<file path="config.mk">
export PLATFORM = sky130hd
export DESIGN_NAME = rss_sequencer
export DESIGN_NICKNAME = d
export VERILOG_FILES = /design/src/inc/rss_pkg.sv /design/src/hw/rss_code_filter.sv /design/src/hw/rss_sequencer.sv
export VERILOG_INCLUDE_DIRS = /design/src /design/src/inc
export SDC_FILE = /design/constraint.sdc
export NUM_CORES = 1
export LEC_CHECK = 0
export BUFFER_PORTS_ARGS = -buffer_cell sky130_fd_sc_hd__buf_4
export CORE_MARGIN = 2
export CORE_UTILIZATION = 45
export DETAILED_ROUTE_END_ITERATION = 10
export PLACE_DENSITY_LB_ADDON = 0.25
export SKIP_LAST_GASP = 1
export SYNTH_ARGS = -nofsm -noshare
export SYNTH_HDL_FRONTEND = slang
export SYNTH_SLANG_ARGS = --single-unit
</file>
<file path="constraint.sdc">
create_clock -name CLK -period 3.1 [get_ports CLK]
set_clock_uncertainty 0.1 [all_clocks]
set_input_delay 0.31 -clock CLK [delete_from_list [all_inputs] [get_ports CLK]]
set_output_delay 0.31 -clock CLK [all_outputs]
set_load 0.005 [all_outputs]
</file>
<file path="src/inc/rss_params.svh">
`ifndef RSS_PARAMS_SVH
`define RSS_PARAMS_SVH
// Overview of operation
// - Only the newer start-up order exists.
// - Start delay needs supplies, configuration, enable.
// - After delay, ramp to boot level.
// - Hold boot level, then read code.
// - Boot level acts as 1.1 V, no load-line.
// - Enable is a level, never an edge.
// - Enable loss abandons sequence; restart later.
// - Enable low: ready low, output high impedance.
// - Stay off until both supplies valid.
// - Supply loss shuts down, then full restart.
// - Default soft-start ramp is 500 us.
// - Soft-start setting lengthens ramp to 1-5 ms.
// - Soft-start sets both ramps; second half length.
// - Eight-bit code sets the regulated level.
// - Processor bits 5..0 arrive on bits 6..1.
// - Off code turns output off, latched.
// - Only the all-zero code means off.
// - Code changes settle 400 ns before use.
// - Table select is sampled during start delay.

// Clock rate and interval lengths in their own units.
`define RSS_CLK_MHZ 100
`define RSS_TD1_US 2000
`define RSS_BOOT_RAMP_US 500
`define RSS_HOLD_US 100
`define RSS_TGT_RAMP_US 250
`define RSS_SETTLE_NS 400
`define RSS_SS_MAX_MS 5
// Derived cycle counts.
`define RSS_TD1_CYC (`RSS_TD1_US * `RSS_CLK_MHZ)
`define RSS_BOOT_RAMP_CYC (`RSS_BOOT_RAMP_US * `RSS_CLK_MHZ)
`define RSS_HOLD_CYC (`RSS_HOLD_US * `RSS_CLK_MHZ)
`define RSS_TGT_RAMP_CYC (`RSS_TGT_RAMP_US * `RSS_CLK_MHZ)
`define RSS_SETTLE_CYC ((`RSS_SETTLE_NS * `RSS_CLK_MHZ + 999) / 1000)
`define RSS_MS_CYC (1000 * `RSS_CLK_MHZ)
// Widths and code values.
`define RSS_CNT_W 20
`define RSS_SET_W 8
`define RSS_BOOT_CODE 8'h4a
`define RSS_OFF_CODE 8'h00
// Register map and fields.
`define RSS_ADDR_W 4
`define RSS_REG_CTRL 4'h0
`define RSS_REG_STATUS 4'h4
`define RSS_REG_CODE 4'h8
`define RSS_CTRL_SS_LSB 0
`define RSS_CTRL_SS_W 3
`define RSS_STAT_PG_BIT 8
`define RSS_STAT_LATCH_BIT 9
`define RSS_STAT_TABLE_BIT 10
`define RSS_STAT_HIZ_BIT 11
`define RSS_STAT_LL_BIT 12
`define RSS_STAT_SS_BIT 13
`define RSS_CODE_RAW_LSB 8
`endif

</file>
<file path="src/inc/rss_pkg.sv">
`include "rss_params.svh"
`default_nettype none
package rss_pkg;
  // Sequencer states, one-hot.
  typedef enum logic [6:0] {
    ST_OFF = 7'h01,
    ST_DELAY = 7'h02,
    ST_BOOT_RAMP = 7'h04,
    ST_BOOT_HOLD = 7'h08,
    ST_TGT_RAMP = 7'h10,
    ST_RUN = 7'h20,
    ST_LATCHED = 7'h40
  } rss_state_e;

  typedef logic [`RSS_CNT_W-1:0] rss_cnt_t;
  typedef logic [7:0] rss_code_t;

  // Whole state of the sequencer.
  typedef struct packed {
    rss_state_e state;
    rss_cnt_t cnt;
    rss_code_t ref_code;
    rss_code_t target;
    logic [`RSS_CTRL_SS_W-1:0] ss_ms;
    logic table_sel;
    logic pg;
    logic hiz;
    logic ll_en;
    logic ss_active;
    logic waitreq;
    logic [31:0] rdata;
  } rss_seq_s;

  // Whole state of the code settling filter.
  typedef struct packed {
    rss_code_t last;
    logic [`RSS_SET_W-1:0] cnt;
    rss_code_t code;
    logic stable;
    logic upd;
  } rss_filt_s;
endpackage : rss_pkg
`default_nettype wire

</file>
<file path="src/hw/rss_code_filter.sv">
`include "rss_params.svh"
`default_nettype none
module rss_code_filter
  import rss_pkg::*;
#(
  parameter int unsigned SETTLE_CYC = `RSS_SETTLE_CYC
) (
  // Clock and reset.
  input wire logic clk,
  input wire logic nrst,
  // Raw code from the pins.
  input wire rss_pkg::rss_code_t raw_code,
  // Settled code, stable level and update pulse.
  output rss_pkg::rss_code_t code,
  output logic stable,
  output logic upd
);
  rss_filt_s q; // Registered state.
  rss_filt_s d; // Next state.

  // Any movement of the bus restarts the settle count, so skewed bits
  // passing through intermediate values are never latched.
  always_comb
  begin
    d = q;
    d.upd = 1'b0;
    d.last = raw_code;
    if (raw_code != q.last)
    begin
      // Change seen: hide it until it has stood still long enough.
      d.cnt = '0;
      d.stable = 1'b0;
    end
    else if (q.cnt < SETTLE_CYC[`RSS_SET_W-1:0] - 8'h01)
    begin
      // Still settling.
      d.cnt = q.cnt + 8'h01;
    end
    else if (!q.stable)
    begin
      // Settled: take the new code and tell the sequencer once.
      d.stable = 1'b1;
      d.code = q.last;
      d.upd = 1'b1;
    end
  end

  // State register.
  always_ff @(posedge clk or negedge nrst)
  begin
    if (!nrst)
    begin
      q <= '0;
    end
    else
    begin
      q <= d;
    end
  end

  assign code = q.code;
  assign stable = q.stable;
  assign upd = q.upd;
endmodule : rss_code_filter
`default_nettype wire

</file>
<file path="src/hw/rss_sequencer.sv">
// The Avalon-MM slave port and the address map are this design's own decisions.
`include "rss_params.svh"
`default_nettype none
module rss_sequencer
  import rss_pkg::*;
#(
  parameter int unsigned TD1_CYC = `RSS_TD1_CYC,
  parameter int unsigned BOOT_RAMP_CYC = `RSS_BOOT_RAMP_CYC,
  parameter int unsigned HOLD_CYC = `RSS_HOLD_CYC,
  parameter int unsigned TGT_RAMP_CYC = `RSS_TGT_RAMP_CYC,
  parameter int unsigned MS_CYC = `RSS_MS_CYC,
  parameter int unsigned SETTLE_CYC = `RSS_SETTLE_CYC
) (
  // Clock and reset.
  input wire logic CLK,
  input wire logic NRST,
  // Avalon-MM register slave.
  input wire logic [`RSS_ADDR_W-1:0] AVS_ADDRESS,
  input wire logic AVS_READ,
  input wire logic AVS_WRITE,
  input wire logic [31:0] AVS_WRITEDATA,
  input wire logic [3:0] AVS_BYTEENABLE,
  output logic [31:0] AVS_READDATA,
  output logic AVS_WAITREQUEST,
  // Supply monitors and board control.
  input wire logic UNDERVOLTAGE_LOCKOUT_VCC_OK,
  input wire logic UNDERVOLTAGE_LOCKOUT_CONV_OK,
  input wire logic CONFIG_DONE,
  input wire logic REGULATOR_ENABLE_IN,
  input wire logic CODE_TABLE_SELECT,
  // Processor voltage code bus, eight controller inputs.
  input wire rss_pkg::rss_code_t VOLTAGE_IDENT_CODE,
  // Converter control outputs.
  output rss_pkg::rss_code_t REF_CODE,
  output logic OUTPUT_HIZ,
  output logic LOADLINE_EN,
  output logic SOFT_START_ACTIVE,
  output logic TABLE_SEL_LATCHED,
  output logic LATCHED_OFF,
  output logic REGULATOR_POWER_GOOD_OUT
);
  rss_seq_s q; // Registered state.
  rss_seq_s d; // Next state.

  rss_code_t code_filt; // Settled code.
  logic code_stable; // Settled code is valid.
  logic code_upd; // One-cycle pulse on a newly settled code.
  logic supplies_ok; // Both supply rails are good.
  logic bus_req; // A bus request is pending.
  logic bus_done; // The master samples the answer this edge.

  // Soft-start ramp length. A setting of zero keeps the built-in
  // default; one to five selects whole milliseconds, larger values
  // clamp to five. The target ramp runs at half the boot ramp time.
  function automatic rss_cnt_t ramp_len(input logic [`RSS_CTRL_SS_W-1:0] ms,
                                        input logic second);
    int unsigned n;
    int unsigned c;
    n = (ms > `RSS_SS_MAX_MS) ? `RSS_SS_MAX_MS : int'(ms);
    if (n == 0)
    begin
      c = second ? TGT_RAMP_CYC : BOOT_RAMP_CYC;
    end
    else
    begin
      c = n * MS_CYC;
      if (second)
      begin
        c = c / 2;
      end
    end
    if (c == 0)
    begin
      c = 1;
    end
    return rss_cnt_t'(c - 1);
  endfunction : ramp_len

  // True for the only code that means off. Inputs from an empty
  // socket are pulled to zero, which latches the rail off once the boot hold ends.
  function automatic logic is_off(input rss_code_t c);
    return c == `RSS_OFF_CODE;
  endfunction : is_off

  // The settle filter on the code bus. The board wires processor bits
  // 5..0 to inputs 6..1 and grounds 7 and 0, so the eight-bit code is
  // taken as it stands with no shifting here.
  rss_code_filter #(
    .SETTLE_CYC(SETTLE_CYC)
  ) u_filter (
    .clk(CLK),
    .nrst(NRST),
    .raw_code(VOLTAGE_IDENT_CODE),
    .code(code_filt),
    .stable(code_stable),
    .upd(code_upd)
  );

  // Enable is used as a level every cycle outside the latched state; no edge is looked for.
  assign supplies_ok = UNDERVOLTAGE_LOCKOUT_VCC_OK & UNDERVOLTAGE_LOCKOUT_CONV_OK;
  assign bus_req = AVS_READ | AVS_WRITE;
  assign bus_done = bus_req & ~q.waitreq;

  // Next-state logic: register slave first, then the sequence.
  always_comb
  begin
    d = q;
    // The slave answers one cycle after a request arrives: wait is
    // dropped for exactly one cycle, then raised again.
    d.waitreq = 1'b1;
    if (bus_req && q.waitreq)
    begin
      // Answer next cycle with the read data ready.
      d.waitreq = 1'b0;
      case (AVS_ADDRESS)
        `RSS_REG_CTRL:
        begin
          d.rdata = 32'h0;
          d.rdata[`RSS_CTRL_SS_LSB +: `RSS_CTRL_SS_W] = q.ss_ms;
        end
        `RSS_REG_STATUS:
        begin
          d.rdata = 32'h0;
          d.rdata[6:0] = q.state;
          d.rdata[`RSS_STAT_PG_BIT] = q.pg;
          d.rdata[`RSS_STAT_LATCH_BIT] = (q.state == ST_LATCHED);
          d.rdata[`RSS_STAT_TABLE_BIT] = q.table_sel;
          d.rdata[`RSS_STAT_HIZ_BIT] = q.hiz;
          d.rdata[`RSS_STAT_LL_BIT] = q.ll_en;
          d.rdata[`RSS_STAT_SS_BIT] = q.ss_active;
        end
        `RSS_REG_CODE:
        begin
          d.rdata = 32'h0;
          d.rdata[7:0] = q.target;
          d.rdata[`RSS_CODE_RAW_LSB +: 8] = code_filt;
        end
        default:
        begin
          // Unmapped words read as zero.
          d.rdata = 32'h0;
        end
      endcase
    end
    // A write lands on the edge where the master sees wait low.
    if (bus_done && AVS_WRITE && AVS_ADDRESS == `RSS_REG_CTRL && AVS_BYTEENABLE[0])
    begin
      d.ss_ms = AVS_WRITEDATA[`RSS_CTRL_SS_LSB +: `RSS_CTRL_SS_W];
    end

    // Sequence. Only one start-up order exists; the table select never
    // changes the order of steps.
    if (q.state == ST_LATCHED)
    begin
      // Off code seen: stay off until reset cycles the power.
      d.pg = 1'b0;
      d.hiz = 1'b1;
    end
    else if (!supplies_ok || !CONFIG_DONE || !REGULATOR_ENABLE_IN)
    begin
      // Any loss of supply or enable drops everything at once and
      // sends the sequence back to its beginning.
      d.state = ST_OFF;
      d.pg = 1'b0;
      d.hiz = 1'b1;
      d.ll_en = 1'b0;
      d.ss_active = 1'b0;
      d.ref_code = `RSS_BOOT_CODE;
      d.cnt = '0;
    end
    else
    begin
      case (q.state)
        ST_OFF:
        begin
          // All start conditions met: begin the start delay.
          d.state = ST_DELAY;
          d.cnt = rss_cnt_t'(TD1_CYC - 1);
          d.table_sel = CODE_TABLE_SELECT;
        end
        ST_DELAY:
        begin
          // The static table strap is followed for the whole delay.
          d.table_sel = CODE_TABLE_SELECT;
          if (q.cnt == '0)
          begin
            // Leave high impedance and ramp to the boot level.
            d.state = ST_BOOT_RAMP;
            d.cnt = ramp_len(q.ss_ms, 1'b0);
            d.hiz = 1'b0;
            d.ss_active = 1'b1;
            d.ref_code = `RSS_BOOT_CODE;
            d.ll_en = 1'b0;
          end
          else
          begin
            d.cnt = q.cnt - 1'b1;
          end
        end
        ST_BOOT_RAMP:
        begin
          if (q.cnt == '0)
          begin
            d.state = ST_BOOT_HOLD;
            d.cnt = rss_cnt_t'(HOLD_CYC - 1);
            d.ss_active = 1'b0;
          end
          else
          begin
            d.cnt = q.cnt - 1'b1;
          end
        end
        ST_BOOT_HOLD:
        begin
          // The code bus is ignored until the hold has run out. If the
          // code is still settling then, the hold is stretched.
          if (q.cnt != '0)
          begin
            d.cnt = q.cnt - 1'b1;
          end
          else if (code_stable)
          begin
            if (is_off(code_filt))
            begin
              d.state = ST_LATCHED;
              d.hiz = 1'b1;
            end
            else
            begin
              d.state = ST_TGT_RAMP;
              d.target = code_filt;
              d.cnt = ramp_len(q.ss_ms, 1'b1);
              d.ss_active = 1'b1;
            end
          end
        end
        ST_TGT_RAMP:
        begin
          if (q.cnt == '0)
          begin
            // Target reached: the code now rules and ready rises.
            d.state = ST_RUN;
            d.ref_code = q.target;
            d.ll_en = 1'b1;
            d.ss_active = 1'b0;
            d.pg = 1'b1;
          end
          else
          begin
            d.cnt = q.cnt - 1'b1;
          end
        end
        ST_RUN:
        begin
          // Settled code changes are followed while running.
          if (code_upd)
          begin
            if (is_off(code_filt))
            begin
              // Turned off on the next edge, far within the limit.
              d.state = ST_LATCHED;
              d.pg = 1'b0;
              d.hiz = 1'b1;
            end
            else
            begin
              d.target = code_filt;
              d.ref_code = code_filt;
            end
          end
        end
        default:
        begin
          // Illegal encoding: fall back to the safe off state.
          d.state = ST_OFF;
          d.pg = 1'b0;
          d.hiz = 1'b1;
        end
      endcase
    end
  end

  // State register; reset leaves the rail off and impedance high.
  always_ff @(posedge CLK or negedge NRST)
  begin
    if (!NRST)
    begin
      q <= '{state: ST_OFF, cnt: '0, ref_code: `RSS_BOOT_CODE, target: 8'h00,
             ss_ms: 3'h0, table_sel: 1'b0, pg: 1'b0, hiz: 1'b1, ll_en: 1'b0,
             ss_active: 1'b0, waitreq: 1'b1, rdata: 32'h0};
    end
    else
    begin
      q <= d;
    end
  end

  // Outputs straight from the state register.
  assign AVS_READDATA = q.rdata;
  assign AVS_WAITREQUEST = q.waitreq;
  assign REF_CODE = q.ref_code;
  assign OUTPUT_HIZ = q.hiz;
  assign LOADLINE_EN = q.ll_en;
  assign SOFT_START_ACTIVE = q.ss_active;
  assign TABLE_SEL_LATCHED = q.table_sel;
  assign LATCHED_OFF = (q.state == ST_LATCHED);
  assign REGULATOR_POWER_GOOD_OUT = q.pg;
endmodule : rss_sequencer
`default_nettype wire

</file>
==> impl_table.tex, run 1 <==
\begin{tabular}{lr}
\hline
Metric & Value \\
\hline
\multicolumn{2}{l}{\textbf{Final layout}} \\
Fraction of the core area covered by cells at the end of the flow & 53.4\% \\
Share of post-route cells with drive strength above 1 & 24.5\% \\
Fill cell instance count of the final layout & 1173 \\
Post-route cell area & 6740 sq um \\
Combined flip-flop and latch cell area & 2360 sq um \\
Antenna fix cells & 0 \\
Total Nets Final & 750 \\
Multi-input gate area & 3000 sq um \\
Layout area overhead & 15.6\% \\
\multicolumn{2}{l}{\textbf{Pwr}} \\
Combinational group share of total power & 18.0\% \\
Cell area power density & 422 nW/um\^{}2 \\
Sw power & 0.831 mW \\
Static leakage & 3.03 nW \\
Internal Pwr Total & 2.01 mW \\
Worst-case vdd ir drop & 0.000207 V \\
Sequential fraction of design power & 44.9\% \\
Switching share of power & 29.2\% \\
Clock share of power & 37.1\% \\
\multicolumn{2}{l}{\textbf{STA}} \\
Final Setup Violations & 0 \\
Transition at the pin with the smallest max-transition slack & 0.689 ns \\
Number of max-slew violations in the final report & 0 \\
Highest achievable clock rate & 0.337 GHz \\
Final setup margin & 0.131 ns \\
Fraction of the cycle the final worst path needs & 95.8\% \\
Slew Limit Headroom & 54.0\% \\
Final worst path period need & 2.97 ns \\
Unrepaired setup endpoints after global routing & true \\
Number of endpoints with negative hold slack in the final report & 0 \\
\multicolumn{2}{l}{\textbf{Global routing}} \\
Number of global-route vias before repair & 4771 \\
Overall routing resource usage & 22.0\% \\
M2 GR Usage & 35.4\% \\
Initial antenna violation count & 0 \\
Layer carrying the most global-route usage & met2 \\
Global-route wire length before repair & 24.8 mm \\
Met1 Usage GRT & 29.6\% \\
Total gr overflow & 0 \\
Global-route track usage on met3 & 4.26\% \\
Pin count of the biggest net entering global routing & 57 \\
\multicolumn{2}{l}{\textbf{Route}} \\
Wire length per cell & 17.5 microns \\
Avg Vias per Cell & 5.80 \\
First-iteration detailed-routing DRC count & 497 \\
Total via count in the routed design & 5005 \\
Drt drc & 0 \\
Drt total wl & 15.1 mm \\
Post-detailed-route count of antenna-violating nets & 0 \\
First-pass iteration count of the detailed router & 6 \\
\multicolumn{2}{l}{\textbf{Worst setup path}} \\
Worst-case register-to-register setup slack & 0.13 ns \\
Kind of start point of the critical path & flop \\
Endpoint class of the critical path & flop \\
CP Class & flop to flop \\
Worst r2r src & q[40] \\
Path depth of the worst reg2reg path & 11 \\
Terminus of the critical flop-to-flop path & q[73] \\
Req. time, crit path & 3.22 ns \\
Crit path max-delay cell type & a2111oi\_1 \\
Dominant cell type by count on the critical path & ha\_1 \\
Critical Path, Cell by Cell & nand2b\_1 > inv\_1 > ha\_1 > ha\_1 > nand2\_1 > nor4\_1 > a211oi\_2 > o211ai\_1 > o311ai\_1 > a2111oi\_1 > nor2\_1 \\
WP data arrival & 3.09 ns \\
Largest stage delay, worst path & 0.52 ns \\
Critical Path Fanout Max & 6 \\
\multicolumn{2}{l}{\textbf{Outcome}} \\
Status & finished, final reports clean \\
\multicolumn{2}{l}{\textbf{Synthesis}} \\
Netlist Area Pre-Place & 5830 sq um \\
Leading post-synthesis cells by instance count & dfrtp\_1 (88), nand2\_1 (60), o21ai\_0 (54) \\
Cell accounting for the most synthesized area & dfrtp\_1 \\
Number of distinct library cells after synthesis & 75 \\
Post-Synthesis Mean Instance Area & 9.27 sq um \\
Async set-reset flop share out of synthesis & 100\% \\
Fraction of synthesized cell area taken by the top area cell type & 37.8\% \\
Synthesized instance count & 629 \\
Top-count cell post-synth & dfrtp\_1 \\
Part of the Yosys area used for sequential elements & 40.5\% \\
Number of flops mapped to enable cells by yosys & 0 \\
Biggest area contributors in the synthesized netlist & dfrtp\_1 (38\%), buf\_4 (5.3\%), o21ai\_0 (4.6\%) \\
Count of synthesis-stage warnings from yosys & 0 \\
Number of synthesized register bits & 94 \\
Dominant register cell in the synthesized netlist & dfrtp\_1 \\
\multicolumn{2}{l}{\textbf{Run}} \\
Maximum capacitance violations & 0 \\
\multicolumn{2}{l}{\textbf{Clock tree}} \\
CTS tree & yes \\
Clock slew seen by the registers of the worst setup and hold paths & 0.07 ns \\
Cell chosen for the clock root & clkbuf\_16 \\
H-tree level count & 3 \\
Cts bufs inserted & 9 \\
Post-CTS Setup Inserts & 0 \\
Sink Count & 94 \\
Clock latency on the worst-skew pair & 0.35 ns \\
Maximum root-to-sink buffer count & 2 \\
\multicolumn{2}{l}{\textbf{Worst hold path}} \\
Hold\_sp & AVS\_WRITEDATA[2] \\
Endpoint of the worst hold path & q[40] \\
Number of instances on the worst hold path & 2 \\
Type of the worst min-delay path & input pin to flop \\
\multicolumn{2}{l}{\textbf{Placed design}} \\
Total cell area at the placement stage & 6350 sq um \\
Weighted congestion at the end of routability-driven global placement & 0.883 \\
HPWL Detailed & 11.1 mm \\
Count of buffers inserted at the top-level ports & 55 \\
DP Worst Slack & 0.0406 ns \\
\multicolumn{2}{l}{\textbf{Floorplan}} \\
Die area & 13900 sq um \\
Standard-cell rows & 41 \\
Initial core utilization & 46.2\% \\
Top-Level Pins & 104 \\
Core area & 12600 sq um \\
Vert. Die Dim & 118 microns \\
Chip Width & 118 microns \\
\hline
\end{tabular}
## state kept, by name, summed over array words and instances, names as in the netlist
register and cells:
q 38, AVS_READDATA 16, u_filter.q 16, REF_CODE 8
u_filter.code 8, AVS_WAITREQUEST 1, LOADLINE_EN 1, OUTPUT_HIZ 1
REGULATOR_POWER_GOOD_OUT 1, SOFT_START_ACTIVE 1, TABLE_SEL_LATCHED 1, u_filter.stable 1
u_filter.upd 1
## placed cells by master, fill, tap and decap left out, drive strengths merged, types with 6 or more instances in the layout
| cell | synthesis | layout |
|---|---|---|
| nand2 | 61 | 61 |
| mux2 | 23 | 23 |
| o211ai | 8 | 8 |
| a31oi | 13 | 13 |
| nor3 | 21 | 21 |
| or3 | 6 | 6 |
| buf | 57 | 98 |
| nor2 | 45 | 45 |
| nand4 | 6 | 6 |
| xnor2 | 6 | 6 |
| clkbuf | 19 | 10 |
| dfstp | 6 | 6 |
| o21ai | 59 | 59 |
| dlygate4sd3 | 0 | 9 |
| dfrtp | 88 | 88 |
| nand3 | 14 | 14 |
| inv | 12 | 16 |
| a211o | 7 | 7 |
| a22oi | 19 | 19 |
| a211oi | 6 | 6 |
| o31ai | 6 | 6 |
| ha | 7 | 7 |
| nand2b | 8 | 8 |
| conb | 1 | 16 |
| xor2 | 18 | 18 |
| nor4 | 14 | 14 |
| a21oi | 33 | 33 |
## per-stage QoR
stage	setup TNS [ns]	total power, mW	instances	hold WS, ns
6_report	0	2.85	863	0.0926
5_1_grt	-0.160	2.99	863	0.0974
4_1_cts	0	2.87	863	0.0850
3_5_place_dp	0	1.79	838	0.301
3_3_place_gp	0	1.78	838	0.287
2_1_floorplan	0	1.61	644	-0.0856
## routing by layer
layer | wire [microns] | share of wire (%)
met5 | 0 | 0
met4 | 293 | 1.9
met3 | 873 | 5.8
met2 | 7140 | 47
met1 | 6760 | 45
## critical path, delay by kind of cell (launching register included)
family                     cells  cell delay [ns]
AOI/OAI and AO/OA              4             0.95
and+or+nand+nor                4             0.70
adders and majority gates      2             0.57
DFF                            1             0.43
buffers and inverters          1             0.10
## worst max-delay path by stage
stage	startpoint	slack [ns]	end	cells after the start
floorplan	q[39]	0.19	q[73]	13
global placement	q[57]	0.20	q[73]	9
detailed placement	q[57]	0.04	q[73]	9
CTS	q[39]	0.02	q[73]	10
global route	q[40]	-0.16	q[73]	11
finish	q[40]	0.13	q[73]	11
## power groups by stage
stage / Clock, mW / Sequential [mW] / Combinational, mW
after floorplan: 0 / 1.29 / 0.316
after global placement: 0 / 1.30 / 0.480
after detailed placement: 0 / 1.30 / 0.486
after CTS: 1.09 / 1.28 / 0.500
after global routing: 1.14 / 1.28 / 0.567
final: 1.06 / 1.28 / 0.512
## cell families after synthesis
| group | share of synthesized area (%) |
|---|---|
| compound gates | 21.0 |
| xor+xnor | 3.61 |
| fa+ha+maj | 1.50 |
| buf+inv | 9.38 |
| flops | 40.5 |
| mux | 5.30 |
| other cells | 0.0643 |
| simple gates | 18.6 |
## final cells by class
cell class | count | share of cell area [%]
Inverter | 12 | 0.668
Clock buffer | 10 | 3.40
Sequential cell | 94 | 35.0
Tap cell | 172 | 3.19
Timing Repair Buffer | 107 | 12.4
Clock inverter | 6 | 0.743
Multi-Input combinational cell | 462 | 44.5
## timing repair
item / 4_1_cts / 5_1_grt
gates resized for setup: 0 / 5
endpoints found under the setup margin: 0 / 10
hold buffers: 9 / 0
hold endpoints to repair: 59 / 0
Power figures use the tool's default switching activity.
==> run 2: changes to the inputs <==
--- a/config.mk
+++ b/config.mk
@@ -14,4 +14,5 @@
 export SKIP_LAST_GASP = 1
 export SYNTH_ARGS = -nofsm -noshare
 export SYNTH_HDL_FRONTEND = slang
+export SYNTH_HIERARCHICAL = 1
 export SYNTH_SLANG_ARGS = --single-unit
==> run 2 against run 1 <==
Worst setup slack improved by 0.085 ns. Core utilization decreased by 1.3 points. Critical endpoint is now REF_CODE[5]. Die area increased by 4.0%. Final area increased by 2.0%. Highest routed layer unchanged. Wire length increased by 8.3%. Combinational power decreased by 15%. Worst hold slack got worse by 0.0057 ns. Register-to-register slack improved by 0.08 ns. Global-route usage increased by 0.93 points. Sequential share of layout area decreased by 0.69 points. Synthesized area increased by 4.2%. Non-clock buffer count decreased by 18.
==> impl_table.tex, run 2 <==
\begin{tabular}{lr}
\hline
Metric & Value \\
\hline
\multicolumn{2}{l}{\textbf{Floorplan}} \\
Core area & 13200 sq um \\
Top-Level Pins & 104 \\
Initial core utilization & 46.0\% \\
Vert. Die Dim & 120 microns \\
Die area & 14400 sq um \\
Standard-cell rows & 42 \\
Chip Width & 120 microns \\
\multicolumn{2}{l}{\textbf{Synthesis}} \\
Async set-reset flop share out of synthesis & 100\% \\
Number of synthesized register bits & 94 \\
Post-Synthesis Mean Instance Area & 9.31 sq um \\
Number of flops mapped to enable cells by yosys & 0 \\
Leading post-synthesis cells by instance count & dfrtp\_1 (88), nand2\_1 (62), buf\_4 (48) \\
Synthesized instance count & 652 \\
Fraction of synthesized cell area taken by the top area cell type & 36.3\% \\
Count of synthesis-stage warnings from yosys & 6 \\
Biggest area contributors in the synthesized netlist & dfrtp\_1 (36\%), buf\_4 (5.9\%), mux2\_2 (4.3\%) \\
Top-count cell post-synth & dfrtp\_1 \\
Part of the Yosys area used for sequential elements & 38.9\% \\
Number of distinct library cells after synthesis & 72 \\
Cell accounting for the most synthesized area & dfrtp\_1 \\
Dominant register cell in the synthesized netlist & dfrtp\_1 \\
Netlist Area Pre-Place & 6070 sq um \\
\multicolumn{2}{l}{\textbf{Global routing}} \\
Initial antenna violation count & 0 \\
Global-route wire length before repair & 26.4 mm \\
Total gr overflow & 0 \\
Overall routing resource usage & 22.9\% \\
Pin count of the biggest net entering global routing & 45 \\
Number of global-route vias before repair & 4989 \\
\multicolumn{2}{l}{\textbf{STA}} \\
Fraction of the cycle the final worst path needs & 93.1\% \\
Final Setup Violations & 0 \\
Final worst path period need & 2.88 ns \\
Number of max-slew violations in the final report & 0 \\
Transition at the pin with the smallest max-transition slack & 0.728 ns \\
Unrepaired setup endpoints after global routing & false \\
Number of endpoints with negative hold slack in the final report & 0 \\
Highest achievable clock rate & 0.347 GHz \\
Slew Limit Headroom & 51.4\% \\
Fin Setup TNS & 0 ns \\
\multicolumn{2}{l}{\textbf{Worst hold path}} \\
Type of the worst min-delay path & input pin to flop \\
\multicolumn{2}{l}{\textbf{Route}} \\
Post-detailed-route count of antenna-violating nets & 0 \\
Total via count in the routed design & 5245 \\
First-pass iteration count of the detailed router & 5 \\
Avg Vias per Cell & 6.09 \\
First-iteration detailed-routing DRC count & 419 \\
Wire length per cell & 18.9 microns \\
Drt drc & 0 \\
Drt total wl & 16.3 mm \\
\multicolumn{2}{l}{\textbf{Final layout}} \\
Number of flip-flops under the largest register name & 38 \\
Post-route cell area & 6880 sq um \\
Layout area overhead & 13.2\% \\
Share of post-route cells with drive strength above 1 & 22.2\% \\
Total Nets Final & 746 \\
Antenna fix cells & 0 \\
Commonest non-fill, non-tap cell in the layout & dfrtp\_1 \\
Commonest non-fill, non-tap cells in the layout & dfrtp\_1 (88), buf\_4 (80), nand2\_1 (62) \\
Register ranked first by flip-flop count & q \\
\multicolumn{2}{l}{\textbf{Worst setup path}} \\
Endpoint class of the critical path & flop \\
Largest stage delay, worst path & 0.43 ns \\
Count of buffering cells on the critical path with inverters included & 1 \\
CP Class & flop to flop \\
Req. time, crit path & 3.24 ns \\
WP data arrival & 3.02 ns \\
Crit path max-delay cell type & dfrtp\_1 \\
Cell class contributing the biggest share of worst-path delay & simple AND/OR/NAND/NOR gates \\
Critical Path, Cell by Cell & inv\_1 > ha\_1 > nor4b\_4 > nand4\_4 > or2\_0 > a211o\_1 > a21oi\_4 > mux2\_4 \\
Critical Path Fanout Max & 8 \\
Kind of start point of the critical path & flop \\
\multicolumn{2}{l}{\textbf{Pwr}} \\
Worst-case vdd ir drop & 0.000263 V \\
Combinational group share of total power & 14.6\% \\
Clock share of power & 42.6\% \\
Sw power & 0.836 mW \\
Static leakage & 3.09 nW \\
Overall power & 2.98 mW \\
Sequential fraction of design power & 42.8\% \\
Cell area power density & 433 nW/um\^{}2 \\
Internal Pwr Total & 2.14 mW \\
Switching share of power & 28.1\% \\
\multicolumn{2}{l}{\textbf{Outcome}} \\
Status & finished, final reports clean \\
\multicolumn{2}{l}{\textbf{Clock tree}} \\
Sink Count & 94 \\
Cell chosen for the clock root & clkbuf\_16 \\
Maximum root-to-sink buffer count & 2 \\
Clock slew seen by the registers of the worst setup and hold paths & 0.08 ns \\
Post-CTS Setup Inserts & 0 \\
Cts bufs inserted & 9 \\
H-tree level count & 3 \\
Clock latency on the worst-skew pair & 0.35 ns \\
CTS tree & yes \\
\multicolumn{2}{l}{\textbf{Placed design}} \\
Count of buffers inserted at the top-level ports & 55 \\
Weighted congestion at the end of routability-driven global placement & 0.951 \\
Total cell area at the placement stage & 6440 sq um \\
HPWL Detailed & 11.7 mm \\
\multicolumn{2}{l}{\textbf{Run}} \\
Maximum capacitance violations & 0 \\
\hline
\end{tabular}
-- run 2: cell types whose count changed after synthesis, moves of 7 or more --
cell,change
nand3_1,+7
xnor2_1,+13
o21ai_0,-13
buf_6,-7
a22o_1,+12
buf_4,+7
mux2_4,+8
a21oi_1,-11
xor2_1,-9
clkbuf_1,+16
-- run 2: cell type report --
cell class                 count  area (sq um)
sequential                    94          2360
timing repair buffer          89           691
clock inverter                 7           115
inverter                      16          60.1
fill                        1189          6310
clock buffer                   9           225
tap                          176           220
multi-input combinational    470          3200
-- run 2: cells by family (layout without fill, tap and decap cells) --
family | count (synthesis) | after routing | synth area share (%)
simple gates | 208 | 208 | 18.6
compound gates | 176 | 176 | 20.6
buf+inv | 103 | 121 | 9.41
flops | 94 | 94 | 38.9
mux | 33 | 33 | 6.57
xor+xnor | 28 | 28 | 4.04
fa+ha+maj | 9 | 9 | 1.85
other cells | 1 | 16 | 0.0617
-- run 2: power groups by stage --
| stage | logic (mW) | clock network (mW) | registers (mW) |
|---|---|---|---|
| finish | 0.436 | 1.27 | 1.27 |
| global route | 0.478 | 1.34 | 1.28 |
| floorplan | 0.295 | 0 | 1.29 |
| detailed placement | 0.418 | 0 | 1.30 |
| global placement | 0.409 | 0 | 1.30 |
| CTS | 0.430 | 1.28 | 1.27 |
-- run 2: final timing paths --
check | startpoint | end | slack, ns | cells past startpoint
min in group asynchronous | NRST | q[72] | 0.42 | 2
hold / removal | AVS_WRITEDATA[2] | q[40] | 0.09 | 2
setup / recovery | q[57] | REF_CODE[5] | 0.22 | 8
max in group asynchronous | NRST | AVS_WAITREQUEST | 1.65 | 3
setup reg to reg | q[57] | REF_CODE[5] | 0.22 | 8
hold reg to reg | AVS_READDATA[15] | AVS_READDATA[15] | 0.38 | 2
-- run 2: what timing repair did --
| action | CTS | global route |
|---|---|---|
| endpoints found under the hold margin | 48 | 0 |
| resized for setup | 0 | 0 |
| hold buffers | 9 | 0 |
| setup endpoints to repair | 0 | 0 |
-- run 2: metal layers --
metal / vias up / wire, microns / GRT usage, %
met5: - / 0 / 0
met3: 36 / 1220 / 5.42
met4: 0 / 447 / 8.24
met2: 243 / 7590 / 35.9
li1: 2412 / - / -
met1: 2554 / 7050 / 31.1
-- run 2: stage by stage --
step                instances  worst slack [ns]  utilization (%)  hold slack [ns]
finish                    861             0.215             52.1           0.0869
floorplan                 667             0.406                -          -0.0856
global placement          836             0.322             48.9            0.253
CTS                       861             0.220             52.1           0.0861
detailed placement        836             0.244             48.9            0.253
global route              861            0.0373             52.1           0.0899
==> run 3: changes to the inputs <==
--- a/config.mk
+++ b/config.mk
@@ -7,6 +7,7 @@
 export NUM_CORES = 1
 export LEC_CHECK = 0
 export BUFFER_PORTS_ARGS = -buffer_cell sky130_fd_sc_hd__buf_4
+export CAP_MARGIN = 20
 export CORE_MARGIN = 2
 export CORE_UTILIZATION = 45
 export DETAILED_ROUTE_END_ITERATION = 10
==> constraint.sdc (replaced) <==
create_clock -name CLK -period 2.55 [get_ports CLK]
set_clock_uncertainty 0.1 [all_clocks]
set_input_delay 0.255 -clock CLK [delete_from_list [all_inputs] [get_ports CLK]]
set_output_delay 0.255 -clock CLK [all_outputs]
set_load 0.005 [all_outputs]
==> run 3 against run 2 <==
Via count up 3.1%. Power rose by 23%. Combinational power grew 42%. Critical path depth down 1. Global-route usage up 0.46 points. Critical path type unchanged. Highest routed layer unchanged.
==> impl_table.tex, run 3 (synthesized netlist as in run 2, its figures left out) <==
\begin{tabular}{lr}
\hline
Metric & Value \\
\hline
\multicolumn{2}{l}{\textbf{Global routing}} \\
Total gr overflow & 0 \\
Global-route track usage on met3 & 4.81\% \\
Met1 Usage GRT & 32.5\% \\
Number of global-route vias before repair & 5126 \\
Initial antenna violation count & 0 \\
M2 GR Usage & 36.4\% \\
Global-route wire length before repair & 27.0 mm \\
Layer carrying the most global-route usage & met2 \\
Pin count of the biggest net entering global routing & 95 \\
Overall routing resource usage & 23.4\% \\
\multicolumn{2}{l}{\textbf{Route}} \\
First-iteration detailed-routing DRC count & 447 \\
Avg Vias per Cell & 5.91 \\
Drt total wl & 16.7 mm \\
Wire length per cell & 18.3 microns \\
Drt drc & 0 \\
First-pass iteration count of the detailed router & 5 \\
Total via count in the routed design & 5405 \\
Post-detailed-route count of antenna-violating nets & 0 \\
\multicolumn{2}{l}{\textbf{Worst hold path}} \\
Type of the worst min-delay path & input pin to flop \\
\multicolumn{2}{l}{\textbf{Clock tree}} \\
Clock slew seen by the registers of the worst setup and hold paths & 0.07 ns \\
Cts bufs inserted & 9 \\
CTS tree & yes \\
Clock latency on the worst-skew pair & 0.35 ns \\
Maximum root-to-sink buffer count & 2 \\
Cell chosen for the clock root & clkbuf\_16 \\
Sink Count & 94 \\
Post-CTS Setup Inserts & 0 \\
H-tree level count & 3 \\
\multicolumn{2}{l}{\textbf{Floorplan}} \\
Chip Width & 120 microns \\
Vert. Die Dim & 120 microns \\
Standard-cell rows & 42 \\
Die area & 14400 sq um \\
Initial core utilization & 46.0\% \\
Core area & 13200 sq um \\
Top-Level Pins & 104 \\
\multicolumn{2}{l}{\textbf{Worst setup path}} \\
CP Class & flop to flop \\
Worst-case register-to-register setup slack & 0.001 ns \\
WP data arrival & 2.68 ns \\
Req. time, crit path & 2.69 ns \\
Critical Path Fanout Max & 8 \\
Endpoint class of the critical path & flop \\
Kind of start point of the critical path & flop \\
\multicolumn{2}{l}{\textbf{STA}} \\
Unrepaired setup endpoints after global routing & true \\
Number of max-slew violations in the final report & 0 \\
Slew Limit Headroom & 62.1\% \\
Fraction of the cycle the final worst path needs & 99.9\% \\
Highest achievable clock rate & 0.392 GHz \\
Transition at the pin with the smallest max-transition slack & 0.562 ns \\
Final Setup Violations & 0 \\
Number of endpoints with negative hold slack in the final report & 0 \\
Final worst path period need & 2.55 ns \\
\multicolumn{2}{l}{\textbf{Final layout}} \\
Share of post-route cells with drive strength above 1 & 30.0\% \\
Fraction of the core area covered by cells at the end of the flow & 56.2\% \\
Commonest non-fill, non-tap cell in the layout & buf\_4 \\
Antenna fix cells & 0 \\
Commonest non-fill, non-tap cells in the layout & buf\_4 (132), dfrtp\_1 (86), nand2\_1 (62) \\
Layout area overhead & 22.0\% \\
Number of flip-flops under the largest register name & 38 \\
Register ranked first by flip-flop count & q \\
Non-filler cells in the finished layout & 915 \\
Total Nets Final & 800 \\
\multicolumn{2}{l}{\textbf{Pwr}} \\
Overall power & 3.66 mW \\
Cell area power density & 494 nW/um\^{}2 \\
Static leakage & 3.38 nW \\
Worst-case vdd ir drop & 0.000304 V \\
\multicolumn{2}{l}{\textbf{Placed design}} \\
Weighted congestion at the end of routability-driven global placement & 0.994 \\
Number of placed instances with taps included & 890 \\
Count of buffers inserted at the top-level ports & 55 \\
HPWL Detailed & 12.1 mm \\
\multicolumn{2}{l}{\textbf{Outcome}} \\
Status & finished, final reports clean \\
\multicolumn{2}{l}{\textbf{Run}} \\
Maximum capacitance violations & 0 \\
\hline
\end{tabular}
run 3: path summary, 6_finish.rpt:
kind,cells past startpoint,to,from
max in group asynchronous,3,q[39],NRST
min in group asynchronous,3,q[68],NRST
worst min register to register,2,AVS_READDATA[15],AVS_READDATA[15]
worst max-delay path,7,REF_CODE[4],q[82]
worst min-delay path,2,TABLE_SEL_LATCHED,CODE_TABLE_SELECT
worst max register to register,7,REF_CODE[4],q[82]
run 3: critical path: stages (launching register included):
cell and delay (ns):
dfrtp_1 0.50, or3_1 0.46, nor3_1 0.32, nor3_1 0.11, a211o_1 0.33, a21oi_4 0.16
buf_12 0.15, mux2_4 0.29
run 3: through the flow:
step           hold WS (ns)  TNS (ns)  cell area [sq um]  setup slack [ns]
2_1_floorplan        -0.141    -0.306               6140           -0.0539
3_3_place_gp          0.239         0               6890            0.0596
3_5_place_dp          0.247   -0.0446               6890           -0.0434
4_1_cts              0.0339  -0.00220               7330          -0.00220
5_1_grt              0.0319    -0.181               7410           -0.0384
6_report             0.0411         0               7410           0.00139
run 3: timing repair:
item                                    in CTS  in global routing
pin swaps                                    1                  1
gates resized for setup                      4                 20
endpoints found under the setup margin       2                 39
hold buffers                                 9                  0
endpoints found under the hold margin       96                  0
run 3: area by class of cell:
cell class / instances / area [sq um]
Fill cell: 1158 / 5780
Inverter: 16 / 60.1
Clock buffer: 10 / 229
Clock inverter: 6 / 96.3
Tap cell: 176 / 220
Multi-Input combinational cell: 470 / 3320
Timing Repair Buffer: 143 / 1120
Sequential cell: 94 / 2370
run 3: where the power goes:
group / total [mW] / switching, mW / internal (mW)
Sequential: 1.55 / 0.0292 / 1.52
Combinational: 0.619 / 0.357 / 0.262
Clock: 1.49 / 0.619 / 0.871
run 3: routing by layer:
layer / vias to the layer above / routed length [microns]
met1: 2634 / 7350
met2: 234 / 7810
met4: 0 / 402
li1: 2503 / -
met3: 34 / 1160
met5: - / 0
